`src/prfu_pkg.sv`:
```
// constants and types for the upper physical request filter
// assumes a single 40 MHz register clock and a plain strobe register port
package prfu_pkg;

  // register port geometry
  localparam int unsigned PRFU_ADDR_W = 12;
  localparam int unsigned PRFU_DATA_W = 32;

  // byte offsets of the set/clear pair
  localparam logic [11:0] PRFU_OFS_SET = 12'h110;
  localparam logic [11:0] PRFU_OFS_CLR = 12'h114;

  // byte offsets of the routing counters
  localparam logic [11:0] PRFU_OFS_CNT_PHYS = 12'h300;
  localparam logic [11:0] PRFU_OFS_CNT_ASYNC = 12'h304;
  localparam logic [11:0] PRFU_OFS_CNT_DROP = 12'h308;

  // value after power-on reset
  localparam logic [31:0] PRFU_FILTER_RST = 32'h00000000;
  localparam logic [31:0] PRFU_RD_NONE = 32'h00000000;

  // field positions
  localparam int unsigned PRFU_ALL_BUS_BIT = 31;
  localparam int unsigned PRFU_NODE_MSB = 30;
  localparam int unsigned PRFU_NODE_BITS = 31;

  // node numbering of the upper half
  localparam int unsigned PRFU_NODE_W = 6;
  localparam logic [5:0] PRFU_NODE_FIRST = 6'h20;
  localparam logic [5:0] PRFU_NODE_LAST = 6'h3E;

  // counter default width
  localparam int unsigned PRFU_CNT_W = 16;

  // routing outcome for one request
  typedef enum logic [2:0] {
    PRFU_RT_PHYS,
    PRFU_RT_ASYNC,
    PRFU_RT_DROP,
    PRFU_RT_OTHER
  } prfu_route_t;

endpackage

```
`src/prfu_decide.sv`:
```
// per-request routing decision for upper node ids
// assumes request inputs come from logic on ref_clk, one cycle pulses
`timescale 1ns/1ps

module prfu_decide (
  // clock and reset
  input wire logic ref_clk,
  input wire logic resetn,
  // request from the receive path
  input wire logic pkt_valid,
  input wire logic [prfu_pkg::PRFU_NODE_W-1:0] pkt_src_node,
  input wire logic pkt_src_local,
  input wire logic pkt_async_accept,
  // filter state
  input wire logic [prfu_pkg::PRFU_NODE_BITS-1:0] per_node_physical_enable,
  input wire logic accept_all_remote_buses,
  // decision
  output logic dec_valid_ff,
  output prfu_pkg::prfu_route_t dec_route_ff,
  output logic [prfu_pkg::PRFU_NODE_W-1:0] dec_node_ff
);
  import prfu_pkg::*;

  logic nxt_dec_valid;
  prfu_route_t nxt_dec_route;
  logic [PRFU_NODE_W-1:0] nxt_dec_node;
  logic in_range;
  logic [PRFU_NODE_W-1:0] bit_idx;

  // node 63 is broadcast and nodes below 32 belong to the lower filter
  assign in_range = (pkt_src_node >= PRFU_NODE_FIRST) && (pkt_src_node <= PRFU_NODE_LAST);
  assign bit_idx = pkt_src_node - PRFU_NODE_FIRST;

  // next decision
  always_comb begin
    nxt_dec_valid = pkt_valid;
    nxt_dec_node = pkt_src_node;
    nxt_dec_route = PRFU_RT_OTHER;
    if (!pkt_src_local) begin
      // remote source: node bits are not looked at
      if (accept_all_remote_buses) begin
        nxt_dec_route = PRFU_RT_PHYS;
      end else begin
        nxt_dec_route = PRFU_RT_DROP;
      end
    end else if (in_range) begin
      if (!pkt_async_accept) begin
        nxt_dec_route = PRFU_RT_DROP;
      end else if (per_node_physical_enable[bit_idx[4:0]]) begin
        nxt_dec_route = PRFU_RT_PHYS;
      end else begin
        nxt_dec_route = PRFU_RT_ASYNC;
      end
    end
  end

  // decision registers
  always_ff @(posedge ref_clk or negedge resetn) begin
    if (!resetn) begin
      dec_valid_ff <= 1'b0;
      dec_route_ff <= PRFU_RT_OTHER;
      dec_node_ff <= '0;
    end else begin
      dec_valid_ff <= nxt_dec_valid;
      dec_route_ff <= nxt_dec_route;
      dec_node_ff <= nxt_dec_node;
    end
  end

endmodule

```
`src/prfu_filter.sv`:
```
// upper physical request filter: set/clear register pair, host reset
// handling, routing counters and the per-request decision stage
// assumes a strobe register port on ref_clk and an async host reset pin
`timescale 1ns/1ps

// Operation
// ones at set/clear addresses set/clear bits
// all filter bits zero after reset
// bit n enables physical path for node n+32
// clear node bit sends request to async context
// node comparison only for local bus sources
// remote sources dropped unless bit 31 set
// host reset leaves bit 31 untouched
// async filter must accept before physical check
// reads at set/clear return filter, unchanged
module prfu_filter #(
  parameter int unsigned CNT_W = prfu_pkg::PRFU_CNT_W
) (
  // clock and reset
  input wire logic ref_clk,
  input wire logic resetn,
  // host reset pin, active low, asynchronous to ref_clk
  input wire logic host_reset_input_n,
  // register port
  input wire logic [prfu_pkg::PRFU_ADDR_W-1:0] reg_addr,
  input wire logic [prfu_pkg::PRFU_DATA_W-1:0] reg_wdata,
  input wire logic reg_wr,
  input wire logic reg_rd,
  output logic [prfu_pkg::PRFU_DATA_W-1:0] reg_rdata_ff,
  // request from the receive path
  input wire logic pkt_valid,
  input wire logic [prfu_pkg::PRFU_NODE_W-1:0] pkt_src_node,
  input wire logic pkt_src_local,
  input wire logic pkt_async_accept,
  // decision to the receive path
  output logic dec_valid,
  output prfu_pkg::prfu_route_t dec_route,
  output logic [prfu_pkg::PRFU_NODE_W-1:0] dec_node,
  // filter state for neighbouring logic
  output logic [prfu_pkg::PRFU_NODE_BITS-1:0] per_node_physical_enable_ff,
  output logic accept_all_remote_buses_ff
);
  import prfu_pkg::*;

  // saturating increment, so a long run never wraps to a small count
  function automatic logic [CNT_W-1:0] sat_inc(input logic [CNT_W-1:0] v);
    logic [CNT_W-1:0] r;
    r = v;
    if (v != {CNT_W{1'b1}}) begin
      r = v + {{(CNT_W-1){1'b0}}, 1'b1};
    end
    return r;
  endfunction

  // register hit test shared by write and read decode
  function automatic logic hit(input logic [PRFU_ADDR_W-1:0] a,
                               input logic [PRFU_ADDR_W-1:0] ofs);
    return a == ofs;
  endfunction

  // host reset synchroniser
  logic hrst_meta_ff;
  logic hrst_sync_ff;

  // filter state
  logic [PRFU_NODE_BITS-1:0] nxt_node_en;
  logic nxt_all_bus;

  // read data
  logic [PRFU_DATA_W-1:0] nxt_rdata;
  logic [PRFU_DATA_W-1:0] filter_word;

  // counters
  logic [CNT_W-1:0] cnt_phys_ff;
  logic [CNT_W-1:0] cnt_async_ff;
  logic [CNT_W-1:0] cnt_drop_ff;
  logic [CNT_W-1:0] nxt_cnt_phys;
  logic [CNT_W-1:0] nxt_cnt_async;
  logic [CNT_W-1:0] nxt_cnt_drop;

  // write decode
  logic wr_set;
  logic wr_clr;
  logic host_rst_act;

  // decision stage outputs
  logic dec_valid_w;
  prfu_route_t dec_route_w;
  logic [PRFU_NODE_W-1:0] dec_node_w;

  // two flops before anything reads the pin; first flop feeds only the second
  always_ff @(posedge ref_clk or negedge resetn) begin
    if (!resetn) begin
      hrst_meta_ff <= 1'b0;
      hrst_sync_ff <= 1'b0;
    end else begin
      hrst_meta_ff <= host_reset_input_n;
      hrst_sync_ff <= hrst_meta_ff;
    end
  end

  assign host_rst_act = !hrst_sync_ff;

  // strobes are one cycle and exclusive, so set and clear never collide
  assign wr_set = reg_wr && hit(reg_addr, PRFU_OFS_SET);
  assign wr_clr = reg_wr && hit(reg_addr, PRFU_OFS_CLR);

  assign filter_word = {accept_all_remote_buses_ff, per_node_physical_enable_ff};

  // next filter value
  always_comb begin
    nxt_node_en = per_node_physical_enable_ff;
    nxt_all_bus = accept_all_remote_buses_ff;
    if (wr_set) begin
      // zero bits leave their partner unchanged
      nxt_node_en = per_node_physical_enable_ff | reg_wdata[PRFU_NODE_MSB:0];
      nxt_all_bus = accept_all_remote_buses_ff | reg_wdata[PRFU_ALL_BUS_BIT];
    end else if (wr_clr) begin
      nxt_node_en = per_node_physical_enable_ff & ~reg_wdata[PRFU_NODE_MSB:0];
      nxt_all_bus = accept_all_remote_buses_ff & ~reg_wdata[PRFU_ALL_BUS_BIT];
    end
    // host reset clears the node bits only, and beats a write the same cycle
    if (host_rst_act) begin
      nxt_node_en = PRFU_FILTER_RST[PRFU_NODE_MSB:0];
    end
  end

  // filter registers; of the two resets only power-on reset clears the remote-bus flag
  always_ff @(posedge ref_clk or negedge resetn) begin
    if (!resetn) begin
      per_node_physical_enable_ff <= PRFU_FILTER_RST[PRFU_NODE_MSB:0];
      accept_all_remote_buses_ff <= PRFU_FILTER_RST[PRFU_ALL_BUS_BIT];
    end else begin
      per_node_physical_enable_ff <= nxt_node_en;
      accept_all_remote_buses_ff <= nxt_all_bus;
    end
  end

  // read mux; data stands in the cycle after the strobe only
  always_comb begin
    nxt_rdata = PRFU_RD_NONE;
    if (reg_rd) begin
      if (hit(reg_addr, PRFU_OFS_SET) || hit(reg_addr, PRFU_OFS_CLR)) begin
        nxt_rdata = filter_word;
      end else if (hit(reg_addr, PRFU_OFS_CNT_PHYS)) begin
        nxt_rdata = PRFU_DATA_W'(cnt_phys_ff);
      end else if (hit(reg_addr, PRFU_OFS_CNT_ASYNC)) begin
        nxt_rdata = PRFU_DATA_W'(cnt_async_ff);
      end else if (hit(reg_addr, PRFU_OFS_CNT_DROP)) begin
        nxt_rdata = PRFU_DATA_W'(cnt_drop_ff);
      end
    end
  end

  // read data register
  always_ff @(posedge ref_clk or negedge resetn) begin
    if (!resetn) begin
      reg_rdata_ff <= PRFU_RD_NONE;
    end else begin
      reg_rdata_ff <= nxt_rdata;
    end
  end

  // per-request decision, one cycle after the request
  prfu_decide u_decide (
    .ref_clk(ref_clk),
    .resetn(resetn),
    .pkt_valid(pkt_valid),
    .pkt_src_node(pkt_src_node),
    .pkt_src_local(pkt_src_local),
    .pkt_async_accept(pkt_async_accept),
    .per_node_physical_enable(per_node_physical_enable_ff),
    .accept_all_remote_buses(accept_all_remote_buses_ff),
    .dec_valid_ff(dec_valid_w),
    .dec_route_ff(dec_route_w),
    .dec_node_ff(dec_node_w)
  );

  // decision outputs come straight from the stage flops
  assign dec_valid = dec_valid_w;
  assign dec_route = dec_route_w;
  assign dec_node = dec_node_w;

  // counter next values; a write of any value to a counter zeroes it,
  // but a decision landing that cycle still counts (count wins)
  always_comb begin
    nxt_cnt_phys = cnt_phys_ff;
    nxt_cnt_async = cnt_async_ff;
    nxt_cnt_drop = cnt_drop_ff;
    if (reg_wr && hit(reg_addr, PRFU_OFS_CNT_PHYS)) begin
      nxt_cnt_phys = '0;
    end
    if (reg_wr && hit(reg_addr, PRFU_OFS_CNT_ASYNC)) begin
      nxt_cnt_async = '0;
    end
    if (reg_wr && hit(reg_addr, PRFU_OFS_CNT_DROP)) begin
      nxt_cnt_drop = '0;
    end
    if (dec_valid_w) begin
      unique case (dec_route_w)
        PRFU_RT_PHYS: begin
          nxt_cnt_phys = sat_inc(nxt_cnt_phys);
        end
        PRFU_RT_ASYNC: begin
          nxt_cnt_async = sat_inc(nxt_cnt_async);
        end
        PRFU_RT_DROP: begin
          nxt_cnt_drop = sat_inc(nxt_cnt_drop);
        end
        PRFU_RT_OTHER: begin
          nxt_cnt_phys = nxt_cnt_phys;
        end
        default: begin
          nxt_cnt_drop = nxt_cnt_drop;
        end
      endcase
    end
  end

  // counter registers
  always_ff @(posedge ref_clk or negedge resetn) begin
    if (!resetn) begin
      cnt_phys_ff <= '0;
      cnt_async_ff <= '0;
      cnt_drop_ff <= '0;
    end else begin
      cnt_phys_ff <= nxt_cnt_phys;
      cnt_async_ff <= nxt_cnt_async;
      cnt_drop_ff <= nxt_cnt_drop;
    end
  end

endmodule

```
`config.mk`:
```
export PLATFORM = sky130hd
export DESIGN_NAME = prfu_filter
export DESIGN_NICKNAME = d
export VERILOG_FILES = /design/src/prfu_pkg.sv /design/src/prfu_decide.sv /design/src/prfu_filter.sv
export SDC_FILE = /design/constraint.sdc
export NUM_CORES = 1
export LEC_CHECK = 0
export BUFFER_PORTS_ARGS = -buffer_cell sky130_fd_sc_hd__buf_2
export CAP_MARGIN = 10
export CORE_MARGIN = 2
export CORE_UTILIZATION = 40
export CTS_CLUSTER_SIZE = 8
export DETAILED_ROUTE_END_ITERATION = 6
export SLEW_MARGIN = 20
export SYNTH_ARGS = -nofsm -noshare
export SYNTH_HDL_FRONTEND = slang
export SYNTH_SLANG_ARGS = --single-unit
export TNS_END_PERCENT = 1
```
`constraint.sdc`:
```
create_clock -name ref_clk -period 2.3 [get_ports ref_clk]
set_input_delay 0.345 -clock ref_clk [delete_from_list [all_inputs] [get_ports ref_clk]]
set_output_delay 0.345 -clock ref_clk [all_outputs]
set_load 0.005 [all_outputs]
```
# Yosys cells after proc, flatten, opt, wreduce, memory -nomap -nowiden
# Index checks and enable logic that the tools add are counted.
# word_totals
register_bits	124
inputBits	58
output_inout_bits	74
elab_cells	73
# op_classes
add_sub_neg	4
magnitude_cmp	3
n_eq_ne	11
mux	29
bitwise	6
n_reduce_logical	9
# ops
op	count
$mux W16	15
$mux W31	3
$mux W32	2
$add A16 B1 Y16 const B	3
$ne A16 B16 Y1 const B	3
$eq A12 B10 Y1 const B	3
$and A31 B31 Y31	1
$not A31 Y31	1
$or A31 B31 Y31	1
$eq A12 B9 Y1 const B	2
$mux W3	3
$ge A6 B6 Y1 const B	1
$le A6 B6 Y1 const B	1
$logic_and A1 B1 Y1	6
$lt A5 B6 Y1 const B	1
$bmux W1 S5	1
$sub A5 B1 Y5 const B	1
$mux W1	4
$eq A3 B1 Y1 const B	1
$eq A3 B2 Y1 const B	1
$logic_not A3 Y1	1
$ne A3 B1 Y1 const B	1
$mux W2	1
$reduce_bool A2 Y1	1
4 further kinds	4

# Longest topological paths before layout
# Gate-level depths: netlist of the first run.
# depth
depth_word	7
mapped_depth	8

# Modules after synthesis
# From an unflattened synthesis of the first run, not the netlist that was laid out.
# unflattened
hier_cells	617
hier_area_um2	6312.3
# modules_own_cells
mod	n_inst	cells_each	area_each_um2
prfu_filter	1	561	5723.0
prfu_decide	1	56	589.3

# Least setup slack after synthesis of the first run
# OpenSTA, ideal clock, no wires.
# synth_path
kind	input port to flip-flop
from	in reg_addr[6] (netlist name)
to	reg per_node_physical_enable_ff[10] (netlist name)
arrival_time_ps	1826
t_required_ps	2140
setup_slack_ps	314
cell_stages	6
n_path_buf	2
path_cell_list	or4b_4 -> nor4b_4 -> and2_4 -> buf_12 -> buf_2 -> a311oi_2
# synth_between
elab_chain_cells	4
elab_cells_between_ends	7
classes_between	eq/ne: 3; mux: 2; reduce/logical: 2
# synth_lines
item	line	source
start, declared	prfu_filter.sv:25	input wire logic [prfu_pkg::PRFU_ADDR_W-1:0] reg_addr,
$eq A12 B9 Y1	prfu_filter.sv:58	return a == ofs;
$logic_and A1 B1 Y1	prfu_filter.sv:105	assign wr_set = reg_wr && hit(reg_addr, PRFU_OFS_SET);
$mux W31	prfu_filter.sv:114	if (wr_set) begin
$mux W31	prfu_filter.sv:123	if (host_rst_act) begin
end signal, assigned	prfu_filter.sv:131	per_node_physical_enable_ff <= PRFU_FILTER_RST[PRFU_NODE_MSB:0];
end signal, assigned	prfu_filter.sv:134	per_node_physical_enable_ff <= nxt_node_en;
end, declared	prfu_filter.sv:40	output logic [prfu_pkg::PRFU_NODE_BITS-1:0] per_node_physical_enable_ff,
# Several ways; a longest one is shown, not always the timed one.
# A chain may end at the register's enable or synchronous reset.

# Worst setup path after layout of the first run
# layout_path
from	reg u_decide.dec_route_ff[1]
to	reg cnt_drop_ff[13]
# layout_between
elab_chain_cells	3
# layout_lines
item	line	source
start, declared	prfu_decide.sv:19	output prfu_pkg::prfu_route_t dec_route_ff,
start signal, assigned	prfu_decide.sv:65	dec_route_ff <= nxt_dec_route;
$eq A3 B2 Y1	prfu_filter.sv:200	unique case (dec_route_w)
$mux W16	prfu_filter.sv:200	
$mux W16	prfu_filter.sv:199	if (dec_valid_w) begin
named net nxt_cnt_drop[13]	prfu_filter.sv:79	logic [CNT_W-1:0] nxt_cnt_drop;
end signal, assigned	prfu_filter.sv:229	cnt_drop_ff <= nxt_cnt_drop;
end, declared	prfu_filter.sv:76	logic [CNT_W-1:0] cnt_drop_ff;
# The timed path passes the listed nets, and every way through them passes these cells.

==> results of run 1 <==
-- state kept, by name (all words and copies together), names as in the netlist, named ones only --
register                     cells
hrst_meta_ff                     1
cnt_drop_ff                     16
per_node_physical_enable_ff     31
cnt_async_ff                    16
u_decide.dec_node_ff             6
u_decide.dec_route_ff            2
u_decide.dec_valid_ff            1
hrst_sync_ff                     1
reg_rdata_ff                    32
cnt_phys_ff                     16
-- cells in the final DEF (no fill, tap or decap), types with 4 or more instances in the layout --
master / synthesis / final
a311oi_1: 4 / 4
inv_1: 8 / 8
o21ai_0: 22 / 22
a21oi_2: 28 / 28
nand4_1: 7 / 7
clkbuf_1: 21 / 4
nor3_1: 22 / 22
a311oi_2: 28 / 28
and2_1: 19 / 19
xnor2_1: 25 / 25
mux4_2: 7 / 7
and3_1: 6 / 6
nor3b_1: 4 / 4
nand2_1: 32 / 32
buf_4: 3 / 17
a211oi_1: 10 / 10
buf_2: 8 / 129
nand3_1: 13 / 13
mux2_2: 18 / 18
clkbuf_16: 0 / 17
a21oi_1: 15 / 15
buf_12: 4 / 6
nor2_1: 43 / 43
a31oi_1: 7 / 7
clkinv_2: 0 / 6
dfrtp_1: 121 / 121
mux2i_1: 4 / 4
a22oi_1: 16 / 16
and3b_1: 4 / 4
-- path summary, 6_finish.rpt --
check | from | endpoint | slack [ns] | cells past startpoint
min in group asynchronous | resetn | cnt_phys_ff[0] | 0.45 | 2
max in group asynchronous | resetn | reg_rdata_ff[20] | 1.13 | 3
setup / recovery | u_decide.dec_route_ff[1] | cnt_drop_ff[13] | 0.34 | 5
setup reg to reg | u_decide.dec_route_ff[1] | cnt_drop_ff[13] | 0.34 | 5
hold reg to reg | hrst_meta_ff | hrst_sync_ff | 0.36 | 0
hold / removal | pkt_valid | u_decide.dec_valid_ff | 0.04 | 1
-- per-stage QoR --
stage	total power [mW]	setup WS [ns]	instance area, um2	instances	utilization
2_1_floorplan	3.78	0.314	6140	543	-
3_3_place_gp	4.17	0.106	7040	845	0.467
3_5_place_dp	4.23	0.0472	7040	845	0.467
4_1_cts	6.74	0.350	7600	878	0.504
5_1_grt	7.07	0.136	7600	878	0.504
6_report	6.67	0.340	7600	878	0.504
-- area by class of cell --
cell class,count,share of cell area
Sequential cell,123,0.405
Multi-Input combinational cell,374,0.369
Timing Repair Buffer,153,0.119
Clock buffer,24,0.0634
Tap cell,188,0.0309
Clock inverter,8,0.00889
Inverter,8,0.00395
-- routing by layer --
| metal | part of all wire | track usage | up-vias | wire (um) |
|---|---|---|---|---|
| met5 | 0 | 0 | - | 0 |
| met4 | 0.018 | 0.0627 | 0 | 276 |
| met3 | 0.062 | 0.0618 | 25 | 966 |
| met2 | 0.47 | 0.306 | 139 | 7270 |
| met1 | 0.45 | 0.275 | 2397 | 7090 |
| li1 | - | - | 2273 | - |
-- kinds of logic after synthesis --
| kind of cell | count (synthesis) |
|---|---|
| simple gates | 177 |
| other cells | 1 |
| flops | 123 |
| mux | 29 |
| xor+xnor | 27 |
| compound gates | 140 |
| buf+inv | 46 |
-- power by group through the flow --
stage          Sequential (mW)  Combinational [mW]  Clock (mW)
6_report                  2.90                1.29        2.47
5_1_grt                   2.97                1.47        2.64
4_1_cts                   2.90                1.30        2.54
3_5_place_dp              2.93                1.29           0
3_3_place_gp              2.91                1.26           0
2_1_floorplan             2.82               0.959           0
-- critical path: cells and delay by family (launching register included) --
family,cells,cell delay [ns]
and+or+nand+nor,4,1.12
DFF,1,0.57
xor gates and xnor gates,1,0.17
==> impl_results.md, run 1 <==
* Final setup viols at 0
* Initial DRC Count at 327
* Clock Power Share at 0.371
* Root Buffer: clkbuf_16
* Worst-Skew Late Latency at 0.42 ns
* Pin count of the biggest net entering global routing at 65
* Fraction of registers with async set/reset at 1.00
* Vias in the first global route at 4,865
* Leading area contributor after synthesis: dfrtp_1
* Diode count at 0
* Worst Skew at 0.00691 ns
* Crit-path cells: and3b_1 -> nand3_1 -> nor4_1 -> xnor2_1 -> nor2_1
* Top_reg_cell synth: dfrtp_1
* Worst VDD drop at 503 uV
* Post_cts resized at 0
* Slew @ Worst Pin at 0.510 ns
* Overflow after GRT at 0
* Clock-pin slew of the registers on the worst-case setup and hold paths at 0.05 ns
* Final min period at 1.96 ns
* Post-Syn Area per Cell at 11.3 um2
* CTS Buffer Depth at 2
* Register Area at 3080 um2
* Core Footprint at 15,100 um2
* Slew Viols, Final at 0
* Slowest-stage cell, CP: dfstp_2
* FILL cells at 1,404
* Req. time, crit path at 2.61 ns
* Leak at 3.30 nW
* Crit end category: flop
* Fraction of layout cells with a size suffix above 1 at 0.390
* H-tree Lvls at 4
* Cells after Synth at 543
* ANT nets after route at 0
* Post-synthesis sequential area ratio at 0.501
* Post-synthesis simple-gate area fraction at 0.156
* Die H at 128 um
* Cell with the most instances after synthesis: dfrtp_1
* Critical Path Fanout Max at 12
* Initial Util at 0.407
* Area of the multi-input gates at 2800 um2
* Power density over the cells at 878 nW/um2
* Seq pwr share at 0.435
* Yosys cell types at 55
* Area grow syn2layout at 23.7%
* Final hold vios at 0
* GRT Total Usage at 0.200
* Psw at 2.02 mW
* Vias/cell at 5.51
* Largest family of logic cells by synthesized area: compound AO/OA/AOI/OAI gates
* Die Area at 16,400 um2
* Synth top cells by count: 121 x dfrtp_1, 43 x nor2_1, 32 x nand2_1
* Post-Synth XOR/XNOR Area at 0.0385
* Peak Freq at 0.510 GHz
* Run status: completed
* IO buf count at 130
* Max_cap viols at 0
* First-pass GRT wire length at 25,400 um
* HPWL Detailed at 11,400 um
* Yosys warns at 0
* CTS tree: built
* Clock sinks at 123
* Hold buffers post-CTS at 1
* Initial DRT Pass Iterations at 4
* Initial antenna violation count at 0
* Worst setup path category: reg2reg
* Synthesized-area fraction occupied by adder cells at 0
* Total CTS buffers at 17
* Max_slew headroom at 0.660
* Post-synthesis mux area share at 0.0652
* Routed len/inst at 17.8 um
* Post-CTS setup buffer count at 0
* Worst EP arrival at 2.27 ns
* Setup crit start kind: flop
* Largest stage delay, worst path at 0.57 ns
* Worst hold path type: in2reg
* Gate power share at 0.194
* Final #Nets at 735
* DIE WIDTH at 128 um
* Unrepaired setup endpoints after global routing: false
* Top cell type's share of synthesized area at 0.493
* Fin Setup TNS at 0 ns
* Syn_nets at 601
* # DRC at 0
* Sw frac at 0.303
* Hold WS at 0.0359 ns
* Ports at 132
* Pint at 4.65 mW
* Netlist Area Pre-Place at 6140 um2
* EDFF count, synth at 0
* Final WL at 15,600 um
* Synth Area in Compound Gates at 0.197
* Dominant cells by area after synthesis: dfrtp_1 49%, a311oi_2 6.8%, a21oi_2 4.0%, xnor2_1 3.6%, mux2_2 3.3%
* Vias at 4,834
* Row cnt at 45
* Gpl congestion at 0.834
* Tcrit/Tclk final at 0.852
* Register bit total from synthesis at 123
Note: power is estimated with default switching activity, not from simulation.
==> run 2, diff against run 1 <==
- CORE_UTILIZATION: 40 -> 55
- PLACE_DENSITY: default -> 0.8
==> run 2 against run 1 <==
Die area down 26%. Largest cell class unchanged. Final area up 0.82%. Critical path type is now in2reg. Non-clock buffer count up 7. Core utilization is 20 points higher. Global-route usage is 8.1 points higher. Sequential share of layout area decreased by 0.33 points. Fmax is 4.0% lower.
==> impl_results.md, run 2 (synthesis results as in run 1) <==
* Run status: completed
* Overflow after GRT at 0
* H-tree Lvls at 4
* Worst Skew at 0.00482 ns
* Initial antenna violation count at 0
* Vias/cell at 6.05
* Slew Viols, Final at 0
* First-pass GRT wire length at 25,400 um
* Clock-pin slew of the registers on the worst-case setup and hold paths at 0.06 ns
* Post-CTS setup buffer count at 0
* Most flop-heavy register: reg_rdata_ff
* Fraction of layout cells with a size suffix above 1 at 0.389
* Die Area at 12,000 um2
* Critical Path Fanout Max at 8
* Worst VDD drop at 585 uV
* Row cnt at 38
* ANT nets after route at 0
* Tcrit/Tclk final at 0.888
* Largest register FFs at 32
* Worst Reg2Reg Path Length in Cells at 5
* Slew @ Worst Pin at 0.611 ns
* Total CTS buffers at 17
* Initial DRC Count at 393
* Fin Setup TNS at 0 ns
* Final core occ at 0.704
* Commonest non-fill, non-tap cells in the layout: 129 x buf_2, 121 x dfrtp_1, 43 x nor2_1
* DIE WIDTH at 110 um
* Clock sinks at 123
* Worst hold path type: in2reg
* Final WL at 15,900 um
* Die H at 110 um
* PnR worst setup slack at 0.258 ns
* Leak at 3.36 nW
* Max_slew headroom at 0.592
* Root Buffer: clkbuf_8
* Pin count of the biggest net entering global routing at 55
* Setup Slack @ Placement at 0.0355 ns
* Worst setup path category: in2reg
* FILL cells at 784
* Final min period at 2.04 ns
* IO buf count at 130
* Routed len/inst at 19.0 um
* # DRC at 0
* Worst EP arrival at 2.48 ns
* Area grow syn2layout at 24.8%
* Initial DRT Pass Iterations at 5
* CTS tree: built
* Core Footprint at 10,900 um2
* Max_cap viols at 0
* Power density over the cells at 904 nW/um2
* Peak Freq at 0.490 GHz
* Non-filler cells, final at 837
* Crit end category: flop
* Initial Util at 0.564
* Setup crit start kind: primary input
* Gpl congestion at 0.893
* Worst-Skew Late Latency at 0.53 ns
* HPWL Detailed at 11,300 um
* GRT Total Usage at 0.281
* Vias at 5,064
* Final hold vios at 0
* Ports at 132
* Area of the multi-input gates at 2800 um2
* Hold path depth at 2
* Register Area at 3080 um2
* CTS Buffer Depth at 2
* Final setup viols at 0
* Unrepaired setup endpoints after global routing: false
* Dpl cells at 798
* Biggest regs: reg_rdata_ff x32, per_node_physical_enable_ff x31
* Diode count at 0
* Total power at 6.93 mW
* Vias in the first global route at 5,038
* Final #Nets at 742
* Req. time, crit path at 2.73 ns
* Commonest non-fill, non-tap cell in the layout: buf_2
[run 2: worst paths after layout]
kind	to	slack, ns	start
max	u_decide.dec_route_ff[0]	0.26	pkt_src_node[0]
min	per_node_physical_enable_ff[1]	0.02	reg_wdata[1]
max reg2reg	cnt_drop_ff[13]	0.32	u_decide.dec_route_ff[1]
min reg2reg	hrst_sync_ff	0.35	hrst_meta_ff
max in group asynchronous	per_node_physical_enable_ff[3]	1.16	resetn
min in group asynchronous	u_decide.dec_valid_ff	0.37	resetn
[run 2: power by group]
group | leakage, nW | total, mW | internal [mW] | switching, mW
sequential | 1.51 | 2.91 | 2.49 | 0.415
combinational | 1.55 | 1.31 | 0.596 | 0.713
clock | 0.302 | 2.71 | 1.79 | 0.925
total | 3.36 | 6.93 | 4.88 | 2.05
[run 2: per-stage QoR]
stage | cell area (um2) | hold slack, ns
final | 7660 | 0.0220
after floorplan | 6140 | 0.0494
after detailed placement | 6990 | 0.341
after global placement | 6990 | 0.335
after global routing | 7660 | 0.0189
after CTS | 7660 | 0.00206
[run 2: timing repair]
item                                   in CTS  in global routing
resized for setup                           0                  0
hold buffers                                7                  0
endpoints found under the hold margin      48                  0
[run 2: worst max-delay path, stage by stage]
cell,delay [ns]
dlygate4sd3_1,0.54
buf_2,0.17
buf_4,0.22
mux4_2,0.50
nor2b_1,0.14
a211oi_1,0.24
a31oi_1,0.07
a31oi_1,0.24
[run 2: final cells by class]
| type | instances | area share |
|---|---|---|
| flip-flops and latches | 123 | 0.402 |
| multi-input cells | 374 | 0.366 |
| repair buffers | 160 | 0.127 |
| clock buffers | 25 | 0.0645 |
| well taps | 140 | 0.0229 |
| clock inverters | 7 | 0.0144 |
| inverters | 8 | 0.00392 |
[run 2: routing by layer]
layer	part of all wire	vias up	GRT usage
met4	0.021	0	0.111
met1	0.41	2553	0.366
met5	0	-	0
met3	0.069	26	0.0735
met2	0.50	199	0.451
li1	-	2286	-
